==> config.mk <==
export PLATFORM = sky130hd
export DESIGN_NAME = sccr_stack_command_control
export DESIGN_NICKNAME = d
export VERILOG_FILES = /design/src/pkg/sccr_pkg.sv /design/src/pkg/sccr_snap_if.sv /design/src/hw/sccr_pin_sync.sv /design/src/hw/sccr_cfg_snapshot.sv /design/src/hw/sccr_stack_command_control.sv
export SDC_FILE = /design/constraint.sdc
export NUM_CORES = 1
export LEC_CHECK = 0
export ABC_CLOCK_PERIOD_IN_PS = 3450
export BUFFER_PORTS_ARGS = -buffer_cell sky130_fd_sc_hd__buf_2
export CAP_MARGIN = 40
export CORE_AREA = 2 2 150 152
export CTS_BUF_LIST = sky130_fd_sc_hd__clkbuf_4 sky130_fd_sc_hd__clkbuf_8
export DETAILED_ROUTE_END_ITERATION = 12
export DIE_AREA = 0 0 152 154
export PLACE_DENSITY = 0.71
export REMOVE_ABC_BUFFERS = 1
export SKIP_LAST_GASP = 1
export SYNTH_ARGS = -nofsm -noshare
export SYNTH_HDL_FRONTEND = slang
export SYNTH_HIERARCHICAL = 1
export SYNTH_SLANG_ARGS = --single-unit
==> constraint.sdc <==
create_clock -name clk_sys -period 3.45 [get_ports clk_sys]
set_clock_uncertainty 0.05 [all_clocks]
set_input_delay 0 -clock clk_sys [delete_from_list [all_inputs] [get_ports clk_sys]]
set_output_delay 0 -clock clk_sys [all_outputs]
set_load 0.02 [all_outputs]
==> src/pkg/sccr_pkg.sv <==
// How it works
// - Resume tone wakes without reset, self-clears
// - Writing one enters shutdown, reads zero
// - Writing one enters sleep from active mode, reads zero
// - Soft reset restores registers to defaults
// - Address enable; GPIO addressing loads address status
// - Manual bit hands chain enables to register
// - Balancing start samples configuration, self-clears
// - Temperature comparator configuration locked while enabled
// - Voltage comparator configuration locked while enabled
// - Auxiliary start samples all converter configuration
// - Cell start samples cell converter configuration
package sccr_pkg;
	localparam int SCCR_ADDR_W = 12;
	localparam int SCCR_DATA_W = 8;
	localparam int SCCR_ADDR_BITS = 6;
	localparam int SCCR_CHAIN_W = 4;
	localparam int SCCR_NUM_CFG = 5;
	// Register offsets
	localparam logic [11:0] SCCR_OFS_STACK_CMD = 12'h105;
	localparam logic [11:0] SCCR_OFS_MEAS_CTRL = 12'h106;
	localparam logic [11:0] SCCR_OFS_CHAIN_MAN = 12'h110;
	localparam logic [11:0] SCCR_OFS_ADDR_CFG = 12'h111;
	localparam logic [11:0] SCCR_OFS_ADDR_STAT = 12'h112;
	localparam logic [11:0] SCCR_OFS_MODE_STAT = 12'h113;
	localparam logic [11:0] SCCR_OFS_CFG_BASE = 12'h114;
	// Stack command control fields
	localparam int SCCR_B_DIR = 7;
	localparam int SCCR_B_SHUT_TONE = 6;
	localparam int SCCR_B_WAKE_TONE = 5;
	localparam int SCCR_B_RESUME_TONE = 4;
	localparam int SCCR_B_ENTER_SHUT = 3;
	localparam int SCCR_B_ENTER_SLEEP = 2;
	localparam int SCCR_B_SOFT_RST = 1;
	localparam int SCCR_B_ADDR_EN = 0;
	// Measure and protect control fields
	localparam int SCCR_B_TEMP_OUT = 7;
	localparam int SCCR_B_CHAIN_MAN = 6;
	localparam int SCCR_B_BALANCING_START = 5;
	localparam int SCCR_B_TSREF = 4;
	localparam int SCCR_B_TEMP_CMP = 3;
	localparam int SCCR_B_VOLT_CMP = 2;
	localparam int SCCR_B_AUX_GO = 1;
	localparam int SCCR_B_CELL_GO = 0;
	// Snapshot slots
	localparam int SCCR_CFG_BAL = 0;
	localparam int SCCR_CFG_TEMP = 1;
	localparam int SCCR_CFG_VOLT = 2;
	localparam int SCCR_CFG_AUX = 3;
	localparam int SCCR_CFG_CELL = 4;
	// Other fields
	localparam int SCCR_B_GPIO_ADDR_SEL = 0;
	localparam int SCCR_B_ADDR_ARMED = 6;
	localparam int SCCR_B_RX_SETTLED = 3;
	// Receiver enables inside the chain enable word
	localparam int SCCR_B_UPPER_RX = 2;
	localparam int SCCR_B_LOWER_RX = 0;
	// Stored bits of the stack command and measure and protect registers; the rest are self-clearing
	localparam logic [7:0] SCCR_STACK_CMD_KEEP = 8'h80;
	localparam logic [7:0] SCCR_MEAS_CTRL_KEEP = 8'hDC;
	localparam logic [7:0] SCCR_RST_REG = 8'h00;
	localparam logic [7:0] SCCR_RD_UNMAPPED = 8'h00;
	// Receiver settle time
	localparam int SCCR_RX_SETTLE_US = 100;
	localparam int SCCR_CLK_MHZ = 200;
	localparam int SCCR_RX_SETTLE_CYC = SCCR_RX_SETTLE_US * SCCR_CLK_MHZ;
	typedef enum logic [2:0] {
		SCCR_ACTIVE = 3'h1,
		SCCR_SLEEP = 3'h2,
		SCCR_SHUTDOWN = 3'h4
	} sccr_mode_t;
endpackage : sccr_pkg

==> src/pkg/sccr_snap_if.sv <==
`timescale 1ns/1ps
`default_nettype none
// Live configuration in, sampled copies out
interface sccr_snap_if #(
	parameter int N = 5,
	parameter int W = 8
);
	logic [N-1:0] capture;
	logic clear;
	logic [N-1:0][W-1:0] live;
	logic [N-1:0][W-1:0] active;
	modport ctrl (output capture, output clear, output live, input active);
	modport snap (input capture, input clear, input live, output active);
endinterface : sccr_snap_if
`default_nettype wire

==> src/hw/sccr_pin_sync.sv <==
`timescale 1ns/1ps
`default_nettype none
module sccr_pin_sync #(
	parameter int W = 6
) (
	// Clock and reset
	input wire logic clk_sys,
	input wire logic rst,
	// Pins and filtered result
	input wire logic [W-1:0] pinIn,
	output logic [W-1:0] pinStable
);
	logic [W-1:0] stage1;
	logic [W-1:0] stage2;
	logic [W-1:0] stage3;

	// Three-stage chain; only stage two reads stage one
	always_ff @(posedge clk_sys or posedge rst) begin
		if (rst) begin
			stage1 <= '0;
			stage2 <= '0;
			stage3 <= '0;
		end else begin
			stage1 <= pinIn;
			stage2 <= stage1;
			stage3 <= stage2;
		end
	end

	// A bit changes only when the last two stages agree, filtering glitches
	genvar i;
	generate
		for (i = 0; i < W; i++) begin : g_bit
			always_ff @(posedge clk_sys or posedge rst) begin
				if (rst) begin
					pinStable[i] <= 1'b0;
				end else if (stage2[i] == stage3[i]) begin
					pinStable[i] <= stage3[i];
				end
			end
		end
	endgenerate
endmodule : sccr_pin_sync
`default_nettype wire

==> src/hw/sccr_cfg_snapshot.sv <==
`timescale 1ns/1ps
`default_nettype none
module sccr_cfg_snapshot #(
	parameter int N = 5
) (
	// Clock and reset
	input wire logic clk_sys,
	input wire logic rst,
	// Live and sampled configuration
	sccr_snap_if.snap snap
);
	import sccr_pkg::*;

	// Each slot holds its copy until its own capture or a clear; later edits wait
	genvar i;
	generate
		for (i = 0; i < N; i++) begin : g_slot
			always_ff @(posedge clk_sys or posedge rst) begin
				if (rst) begin
					snap.active[i] <= SCCR_RST_REG;
				end else if (snap.capture[i]) begin
					snap.active[i] <= snap.live[i];
				end else if (snap.clear) begin
					snap.active[i] <= SCCR_RST_REG;
				end
			end
		end
	endgenerate
endmodule : sccr_cfg_snapshot
`default_nettype wire

==> src/hw/sccr_stack_command_control.sv <==
`timescale 1ns/1ps
`default_nettype none
module sccr_stack_command_control #(
	parameter int RX_SETTLE_CYC = sccr_pkg::SCCR_RX_SETTLE_CYC
) (
	// Clock and reset
	input wire logic clk_sys,
	input wire logic rst,
	// Register port
	input wire logic [sccr_pkg::SCCR_ADDR_W-1:0] regAddr,
	input wire logic [sccr_pkg::SCCR_DATA_W-1:0] regWrData,
	input wire logic regWr,
	input wire logic regRd,
	output logic [sccr_pkg::SCCR_DATA_W-1:0] regRdData,
	// Address sources
	input wire logic [sccr_pkg::SCCR_ADDR_BITS-1:0] gpioAddrPins,
	input wire logic [sccr_pkg::SCCR_ADDR_BITS-1:0] chainAddr,
	input wire logic chainAddrValid,
	// Wake and hardware chain control
	input wire logic wakeDetect,
	input wire logic [sccr_pkg::SCCR_CHAIN_W-1:0] hwChainEnables,
	// Stack tones and direction
	output logic txOnLowerChain,
	output logic stackShutdownTone,
	output logic stackWakeTone,
	output logic stackResumeTone,
	// Device state
	output sccr_pkg::sccr_mode_t powerMode,
	output logic softResetPulse,
	output logic addressAssignEnable,
	output logic [sccr_pkg::SCCR_ADDR_BITS-1:0] deviceAddress,
	// Chain port enables: upper tx, upper rx, lower tx, lower rx
	output logic [sccr_pkg::SCCR_CHAIN_W-1:0] chainEnables,
	output logic chainRxSettled,
	// Measurement and protection controls
	output logic tempOutEnable,
	output logic thermRefEnable,
	output logic tempCmpEnable,
	output logic voltCmpEnable,
	output logic balancingStart,
	output logic auxConvStart,
	output logic cellConvStart,
	output logic [sccr_pkg::SCCR_NUM_CFG-1:0][sccr_pkg::SCCR_DATA_W-1:0] activeCfg
);
	import sccr_pkg::*;

	logic [7:0] stackCmd;
	logic [7:0] measCtrl;
	logic [7:0] chainManual;
	logic [7:0] addrCfg;
	logic [SCCR_ADDR_BITS-1:0] gpioAddr;
	logic [31:0] settleCount;
	logic rxOnPrev;
	logic wrCmd;
	logic wrMeas;
	logic [7:0] wd;
	logic [7:0] next_rdData;
	logic [SCCR_NUM_CFG-1:0][7:0] cfgLive;

	sccr_snap_if #(.N(SCCR_NUM_CFG), .W(SCCR_DATA_W)) snapBus ();

	// Decode helpers used by several processes
	function automatic logic hit(input logic [SCCR_ADDR_W-1:0] a,
		input logic [SCCR_ADDR_W-1:0] ofs);
		hit = (a == ofs);
	endfunction : hit

	function automatic logic cfgHit(input logic [SCCR_ADDR_W-1:0] a, input int idx);
		cfgHit = (a == SCCR_OFS_CFG_BASE + SCCR_ADDR_W'(idx));
	endfunction : cfgHit

	assign wrCmd = regWr && hit(regAddr, SCCR_OFS_STACK_CMD);
	assign wrMeas = regWr && hit(regAddr, SCCR_OFS_MEAS_CTRL);
	assign wd = regWrData;

	sccr_pin_sync #(.W(SCCR_ADDR_BITS)) u_gpio_sync (
		.clk_sys(clk_sys),
		.rst(rst),
		.pinIn(gpioAddrPins),
		.pinStable(gpioAddr)
	);

	sccr_cfg_snapshot #(.N(SCCR_NUM_CFG)) u_snapshot (
		.clk_sys(clk_sys),
		.rst(rst),
		.snap(snapBus.snap)
	);

	// Stack command register keeps only the direction bit
	always_ff @(posedge clk_sys or posedge rst) begin
		if (rst) begin
			stackCmd <= SCCR_RST_REG;
		end else if (wrCmd && !wd[SCCR_B_SOFT_RST]) begin
			stackCmd <= wd & SCCR_STACK_CMD_KEEP;
		end else if (softResetPulse) begin
			stackCmd <= SCCR_RST_REG;
		end
	end

	// Measure and protect register; go bits are never stored
	always_ff @(posedge clk_sys or posedge rst) begin
		if (rst) begin
			measCtrl <= SCCR_RST_REG;
		end else if (wrMeas) begin
			measCtrl <= wd & SCCR_MEAS_CTRL_KEEP;
		end else if (softResetPulse) begin
			measCtrl <= SCCR_RST_REG;
		end
	end

	// Helper registers and live configuration
	always_ff @(posedge clk_sys or posedge rst) begin
		if (rst) begin
			chainManual <= SCCR_RST_REG;
			addrCfg <= SCCR_RST_REG;
			cfgLive <= '0;
		end else if (softResetPulse) begin
			chainManual <= SCCR_RST_REG;
			addrCfg <= SCCR_RST_REG;
			cfgLive <= '0;
		end else if (regWr) begin
			if (hit(regAddr, SCCR_OFS_CHAIN_MAN)) begin
				chainManual <= wd;
			end
			if (hit(regAddr, SCCR_OFS_ADDR_CFG)) begin
				addrCfg <= wd;
			end
			for (int i = 0; i < SCCR_NUM_CFG; i++) begin
				if (cfgHit(regAddr, i)) begin
					cfgLive[i] <= wd;
				end
			end
		end
	end

	// One pulse per written one; bits in one write act together
	always_ff @(posedge clk_sys or posedge rst) begin
		if (rst) begin
			stackShutdownTone <= 1'b0;
			stackWakeTone <= 1'b0;
			stackResumeTone <= 1'b0;
			softResetPulse <= 1'b0;
			balancingStart <= 1'b0;
			auxConvStart <= 1'b0;
			cellConvStart <= 1'b0;
		end else begin
			stackShutdownTone <= wrCmd && wd[SCCR_B_SHUT_TONE];
			stackWakeTone <= wrCmd && wd[SCCR_B_WAKE_TONE];
			stackResumeTone <= wrCmd && wd[SCCR_B_RESUME_TONE];
			softResetPulse <= wrCmd && wd[SCCR_B_SOFT_RST];
			balancingStart <= wrMeas && wd[SCCR_B_BALANCING_START];
			auxConvStart <= wrMeas && wd[SCCR_B_AUX_GO];
			cellConvStart <= wrMeas && wd[SCCR_B_CELL_GO];
		end
	end

	// Power mode; shutdown outranks sleep when both are written
	always_ff @(posedge clk_sys or posedge rst) begin
		if (rst) begin
			powerMode <= SCCR_ACTIVE;
		end else begin
			case (powerMode)
				SCCR_ACTIVE: begin
					if (wrCmd && wd[SCCR_B_ENTER_SHUT]) begin
						powerMode <= SCCR_SHUTDOWN;
					end else if (wrCmd && wd[SCCR_B_ENTER_SLEEP]) begin
						powerMode <= SCCR_SLEEP;
					end
				end
				SCCR_SLEEP: begin
					if (wrCmd && wd[SCCR_B_ENTER_SHUT]) begin
						powerMode <= SCCR_SHUTDOWN;
					end else if (wakeDetect) begin
						powerMode <= SCCR_ACTIVE;
					end
				end
				SCCR_SHUTDOWN: begin
					if (wakeDetect) begin
						powerMode <= SCCR_ACTIVE;
					end
				end
				default: begin
					powerMode <= SCCR_ACTIVE;
				end
			endcase
		end
	end

	// Address assignment window; a new enable wins over a load that closes it
	always_ff @(posedge clk_sys or posedge rst) begin
		if (rst) begin
			addressAssignEnable <= 1'b0;
		end else if (wrCmd && wd[SCCR_B_ADDR_EN]) begin
			addressAssignEnable <= 1'b1;
		end else if (softResetPulse || (chainAddrValid && addressAssignEnable)) begin
			addressAssignEnable <= 1'b0;
		end
	end

	// Address status from GPIO straps or from the chain
	always_ff @(posedge clk_sys or posedge rst) begin
		if (rst) begin
			deviceAddress <= '0;
		end else if (wrCmd && wd[SCCR_B_ADDR_EN] && addrCfg[SCCR_B_GPIO_ADDR_SEL]) begin
			deviceAddress <= gpioAddr;
		end else if (softResetPulse) begin
			deviceAddress <= '0;
		end else if (addressAssignEnable && chainAddrValid
			&& !addrCfg[SCCR_B_GPIO_ADDR_SEL]) begin
			deviceAddress <= chainAddr;
		end
	end

	// Chain port enables, registered so the pins never glitch on a mux swap
	always_ff @(posedge clk_sys or posedge rst) begin
		if (rst) begin
			chainEnables <= '0;
		end else if (measCtrl[SCCR_B_CHAIN_MAN]) begin
			chainEnables <= chainManual[SCCR_CHAIN_W-1:0];
		end else begin
			chainEnables <= hwChainEnables;
		end
	end

	// Receiver settle timer; the host must still honour the wait itself
	always_ff @(posedge clk_sys or posedge rst) begin
		if (rst) begin
			rxOnPrev <= 1'b0;
			settleCount <= '0;
			chainRxSettled <= 1'b0;
		end else begin
			rxOnPrev <= chainEnables[SCCR_B_UPPER_RX] || chainEnables[SCCR_B_LOWER_RX];
			if (!(chainEnables[SCCR_B_UPPER_RX] || chainEnables[SCCR_B_LOWER_RX])) begin
				settleCount <= '0;
				chainRxSettled <= 1'b0;
			end else if (!rxOnPrev) begin
				settleCount <= '0;
				chainRxSettled <= 1'b0;
			end else if (settleCount < 32'(RX_SETTLE_CYC)) begin
				settleCount <= settleCount + 32'h0000_0001;
			end else begin
				chainRxSettled <= 1'b1;
			end
		end
	end

	// Snapshot triggers: comparators sample on a fresh enable only
	always_comb begin
		snapBus.live = cfgLive;
		snapBus.clear = softResetPulse;
		snapBus.capture = '0;
		snapBus.capture[SCCR_CFG_BAL] = balancingStart;
		snapBus.capture[SCCR_CFG_TEMP] = wrMeas && wd[SCCR_B_TEMP_CMP]
			&& !measCtrl[SCCR_B_TEMP_CMP];
		snapBus.capture[SCCR_CFG_VOLT] = wrMeas && wd[SCCR_B_VOLT_CMP]
			&& !measCtrl[SCCR_B_VOLT_CMP];
		snapBus.capture[SCCR_CFG_AUX] = auxConvStart;
		snapBus.capture[SCCR_CFG_CELL] = auxConvStart || cellConvStart;
	end

	assign activeCfg = snapBus.active;
	assign txOnLowerChain = stackCmd[SCCR_B_DIR];
	assign tempOutEnable = measCtrl[SCCR_B_TEMP_OUT];
	assign thermRefEnable = measCtrl[SCCR_B_TSREF];
	assign tempCmpEnable = measCtrl[SCCR_B_TEMP_CMP];
	assign voltCmpEnable = measCtrl[SCCR_B_VOLT_CMP];

	// Read mux; command bits are not stored so they read zero
	always_comb begin
		next_rdData = SCCR_RD_UNMAPPED;
		if (hit(regAddr, SCCR_OFS_STACK_CMD)) begin
			next_rdData = stackCmd;
		end else if (hit(regAddr, SCCR_OFS_MEAS_CTRL)) begin
			next_rdData = measCtrl;
		end else if (hit(regAddr, SCCR_OFS_CHAIN_MAN)) begin
			next_rdData = chainManual;
		end else if (hit(regAddr, SCCR_OFS_ADDR_CFG)) begin
			next_rdData = addrCfg;
		end else if (hit(regAddr, SCCR_OFS_ADDR_STAT)) begin
			next_rdData = {1'b0, addressAssignEnable, deviceAddress};
		end else if (hit(regAddr, SCCR_OFS_MODE_STAT)) begin
			next_rdData = {4'h0, chainRxSettled, 3'(powerMode)};
		end else begin
			for (int i = 0; i < SCCR_NUM_CFG; i++) begin
				if (cfgHit(regAddr, i)) begin
					next_rdData = cfgLive[i];
				end
			end
		end
	end

	// Read data stands in the cycle after the strobe only
	always_ff @(posedge clk_sys or posedge rst) begin
		if (rst) begin
			regRdData <= SCCR_RD_UNMAPPED;
		end else if (regRd) begin
			regRdData <= next_rdData;
		end else begin
			regRdData <= SCCR_RD_UNMAPPED;
		end
	end
endmodule : sccr_stack_command_control
`default_nettype wire

==> flow_metrics.py <==
metrics = {
    "critical_path": {
        "reg2regPathDepth": 7,
        "cp_cell_sequence": "dlygate4sd3_1, buf_2, nor2_1, nand2_1, nor4_1, buf_4, and3_1, o2111ai_1, a221oi_1, dlygate4sd3_1",
        "r2r-end": "settleCount[9]",
        "r2r_setup_slack_ns": 1.31,
        "crit_path_top_delay_cell": "dlygate4sd3_1",
        "crit_fanout": 11,
        "critPathArrivalTime_ns": 3.33,
        "worstSetupEndpointType": "register",
        "reg2reg_from": "settleCount[8]",
        "cp_slowest_stage_delay_ns": 0.59,
        "critPathLaunchType": "input pin",
        "critPathKind": "input pin to register",
        "crit_top_cell": "dlygate4sd3_1",
        "cp_data_required_time_ns": 3.82,
    },
    "global_routing": {
        "antenna_found_initial": 0,
        "grt_pass1_wl_um": 36100,
        "grt_max_degree": 113,
        "grt_use_total": 0.195,
        "grt_pass1_vias": 6253,
        "grt-ovfl-total": 0,
    },
    "floorplanning": {
        "die_area_sq_mm": 0.0234,
        "start_util": 0.394,
        "die_y_um": 154,
        "io_pins": 117,
        "rows": 54,
        "dieWidth_um": 152,
        "core_sq_mm": 0.0217,
    },
    "cts": {
        "max-clock-path-buffers": 2,
        "cts_buffers": 17,
        "cts_tree": "yes",
        "cts_sinks": 189,
        "cts_max_level": 4,
        "cts.clk_slew.worst_paths_ns": 0.11,
        "root_buffer": "clkbuf_8",
        "clk_latency_ns": 0.48,
    },
    "route": {
        "drtIter0Drc": 537,
        "drc": 0,
        "wl_per_cell_um": 18.5,
        "routed-via-count": 6483,
        "routed_wl_um": 22200,
        "first_pass_iters": 5,
        "viasPerCell": 5.38,
        "ant_nets": 0,
    },
    "layout": {
        "fin_util": 0.462,
        "area_growth_pct": 17.2,
        "antenna_cells": 0,
        "final_area_sq_mm": 0.0100,
        "drive_gt1_frac": 0.257,
        "final_nets": 955,
        "final_cells": 1205,
    },
    "job": {
        "maxCapViolations": 0,
    },
    "logic_synthesis": {
        "async_flop_share": 1.00,
        "synthesis.area_sq_mm": 0.00855,
        "yosys-top-cells-area": "dfrtp_1 (55%), mux2i_1 (5.0%), nand2_1 (3.4%)",
        "yosys.cell_types.count": 67,
        "netlist_top_cells_count": "dfrtp_1 (188), nand2_1 (78), nor2_1 (68)",
        "ys_seq_elements": 189,
        "synth_top_area_frac": 0.550,
        "netlist_instances": 783,
        "avgSynthCellArea_sq_um": 10.9,
        "synth.most_common_cell": "dfrtp_1",
        "yosysWarnings": 6,
        "yosysTopAreaCell": "dfrtp_1",
        "synth-edff-count": 0,
        "yosysSeqAreaShare": 0.553,
        "ys.flop_type": "dfrtp_1",
    },
    "sta": {
        "slew_violations": 0,
        "rsz0062_at_grt": "no",
        "hold_slack_ns": 0.0734,
        "fmax_mhz": 338,
        "setup-tns-final_ns": 0,
        "relSlewSlack": 0.591,
        "hold_violations": 0,
        "setup_viol": 0,
        "fin_ws_ns": 0.492,
        "min_period_ns": 2.96,
        "tightest_slew_ns": 0.610,
        "fin_crit_sh": 0.857,
    },
    "min_path": {
        "min_from": "regAddr[1]",
        "min_to": "regRdData[5]",
        "min_path_type": "input pin to register",
        "whs_path_depth": 3,
    },
    "place": {
        "port-buffer-count": 116,
        "dp.cells": 1138,
        "dpl_cell_area_sq_mm": 0.00927,
        "dp_slack_ns": 0.880,
        "hpwl_um": 15100,
        "gp_congestion": 0.932,
    },
    "power_and_ir_drop": {
        "ir_drop_mv": 0.296,
        "total_power_mw": 4.02,
        "p_leak_nw": 4.96,
        "powerDensity_mw_per_mm2": 401,
    },
    "run_status": {
        "outcome": "complete, no violations",
    },
}
layout make-up:
| cell class | instances | area, sq um |
|---|---|---|
| inverters | 11 | 43.8 |
| multi-input cells | 532 | 3450 |
| clock buffers | 18 | 241 |
| well taps | 280 | 350 |
| flip-flops and latches | 189 | 4730 |
| clock inverters | 14 | 168 |
| fillers | 1979 | 11700 |
| repair buffers | 161 | 1040 |
report_power, final:
group / total (mW) / internal, mW / switching [mW]
registers: 2.27 / 2.24 / 0.0233
clock network: 1.51 / 0.624 / 0.886
logic: 0.242 / 0.0862 / 0.156
total: 4.02 / 2.95 / 1.07
sequential cells by signal, indices dropped and copies added, names as in the netlist, 5 cells and up:
| name | flops |
|---|---|
| addrCfg | 8 |
| cfgLive | 40 |
| chainManual | 8 |
| deviceAddress | 6 |
| measCtrl | 5 |
| regRdData | 8 |
| settleCount | 32 |
| u_gpio_sync/pinStable | 6 |
| u_gpio_sync/stage1 | 6 |
| u_gpio_sync/stage2 | 6 |
| u_gpio_sync/stage3 | 6 |
| u_snapshot/snap.active | 40 |
per-layer routing:
metal / vias up / track usage / part of all wire
li1: 3000 / - / -
met1: 3251 / 0.293 / 0.48
met2: 211 / 0.289 / 0.45
met3: 21 / 0.0411 / 0.058
met4: 0 / 0.0441 / 0.012
met5: - / 0 / 0
timing repair:
item	in CTS	in global routing
endpoints found under the hold margin	286	0
gates resized for setup	0	0
hold buffers	35	0
buffers inserted	0	0
worst max path at each step:
stage | end | slack, ns | start | cells after the start
after floorplan | addrCfg[0] | 0.07 | rst | 1
after CTS | powerMode[1] | 0.62 | regAddr[7] | 10
final | powerMode[1] | 0.49 | regAddr[7] | 10
after detailed placement | u_snapshot/snap.active[21] | 0.88 | regAddr[7] | 9
after global placement | u_snapshot/snap.active[21] | 0.91 | regAddr[5] | 8
after global routing | powerMode[1] | 0.21 | regAddr[7] | 10
cells in the final DEF (no fill, tap or decap), types with 5 or more instances in the layout:
cell	count
inv_6	6
mux2i_1	43
inv_1	10
a21oi_1	38
a22o_1	19
o211ai_1	5
nor3_1	9
nand2b_1	31
xor2_1	12
nor2_1	68
nand2_1	78
dlygate4sd3_1	35
mux2_2	13
nor2b_1	5
o21ai_0	21
nand2_2	9
a21oi_2	8
nand4_1	8
and2_1	11
nand3_1	24
a211oi_1	6
o21ai_2	20
maj3_2	6
nor4_1	5
buf_4	7
clkbuf_8	17
buf_2	116
dfrtp_1	187
and3_1	29
or3_1	5
a32oi_1	5
worst max-delay path: cells and delay by family:
family,cells,cell delay [ns]
AO/OA/AOI/OAI,2,0.52
buffers and inverters,4,1.49
AND/OR/NAND/NOR,4,1.30
cell families (layout without fill, tap and decap cells):
| kind of cell | count (synthesis) | after routing | share of synthesized area |
|---|---|---|---|
| AND/OR/NAND/NOR | 311 | 311 | 0.192 |
| flip-flops | 189 | 189 | 0.553 |
| AO/OA/AOI/OAI | 144 | 144 | 0.119 |
| buffers and inverters | 62 | 204 | 0.0433 |
| multiplexers | 57 | 57 | 0.0701 |
| XOR/XNOR | 13 | 13 | 0.0133 |
| adder cells (fa/ha/maj) | 7 | 7 | 0.00936 |
No activity file was read; power rests on OpenSTA's default activity.
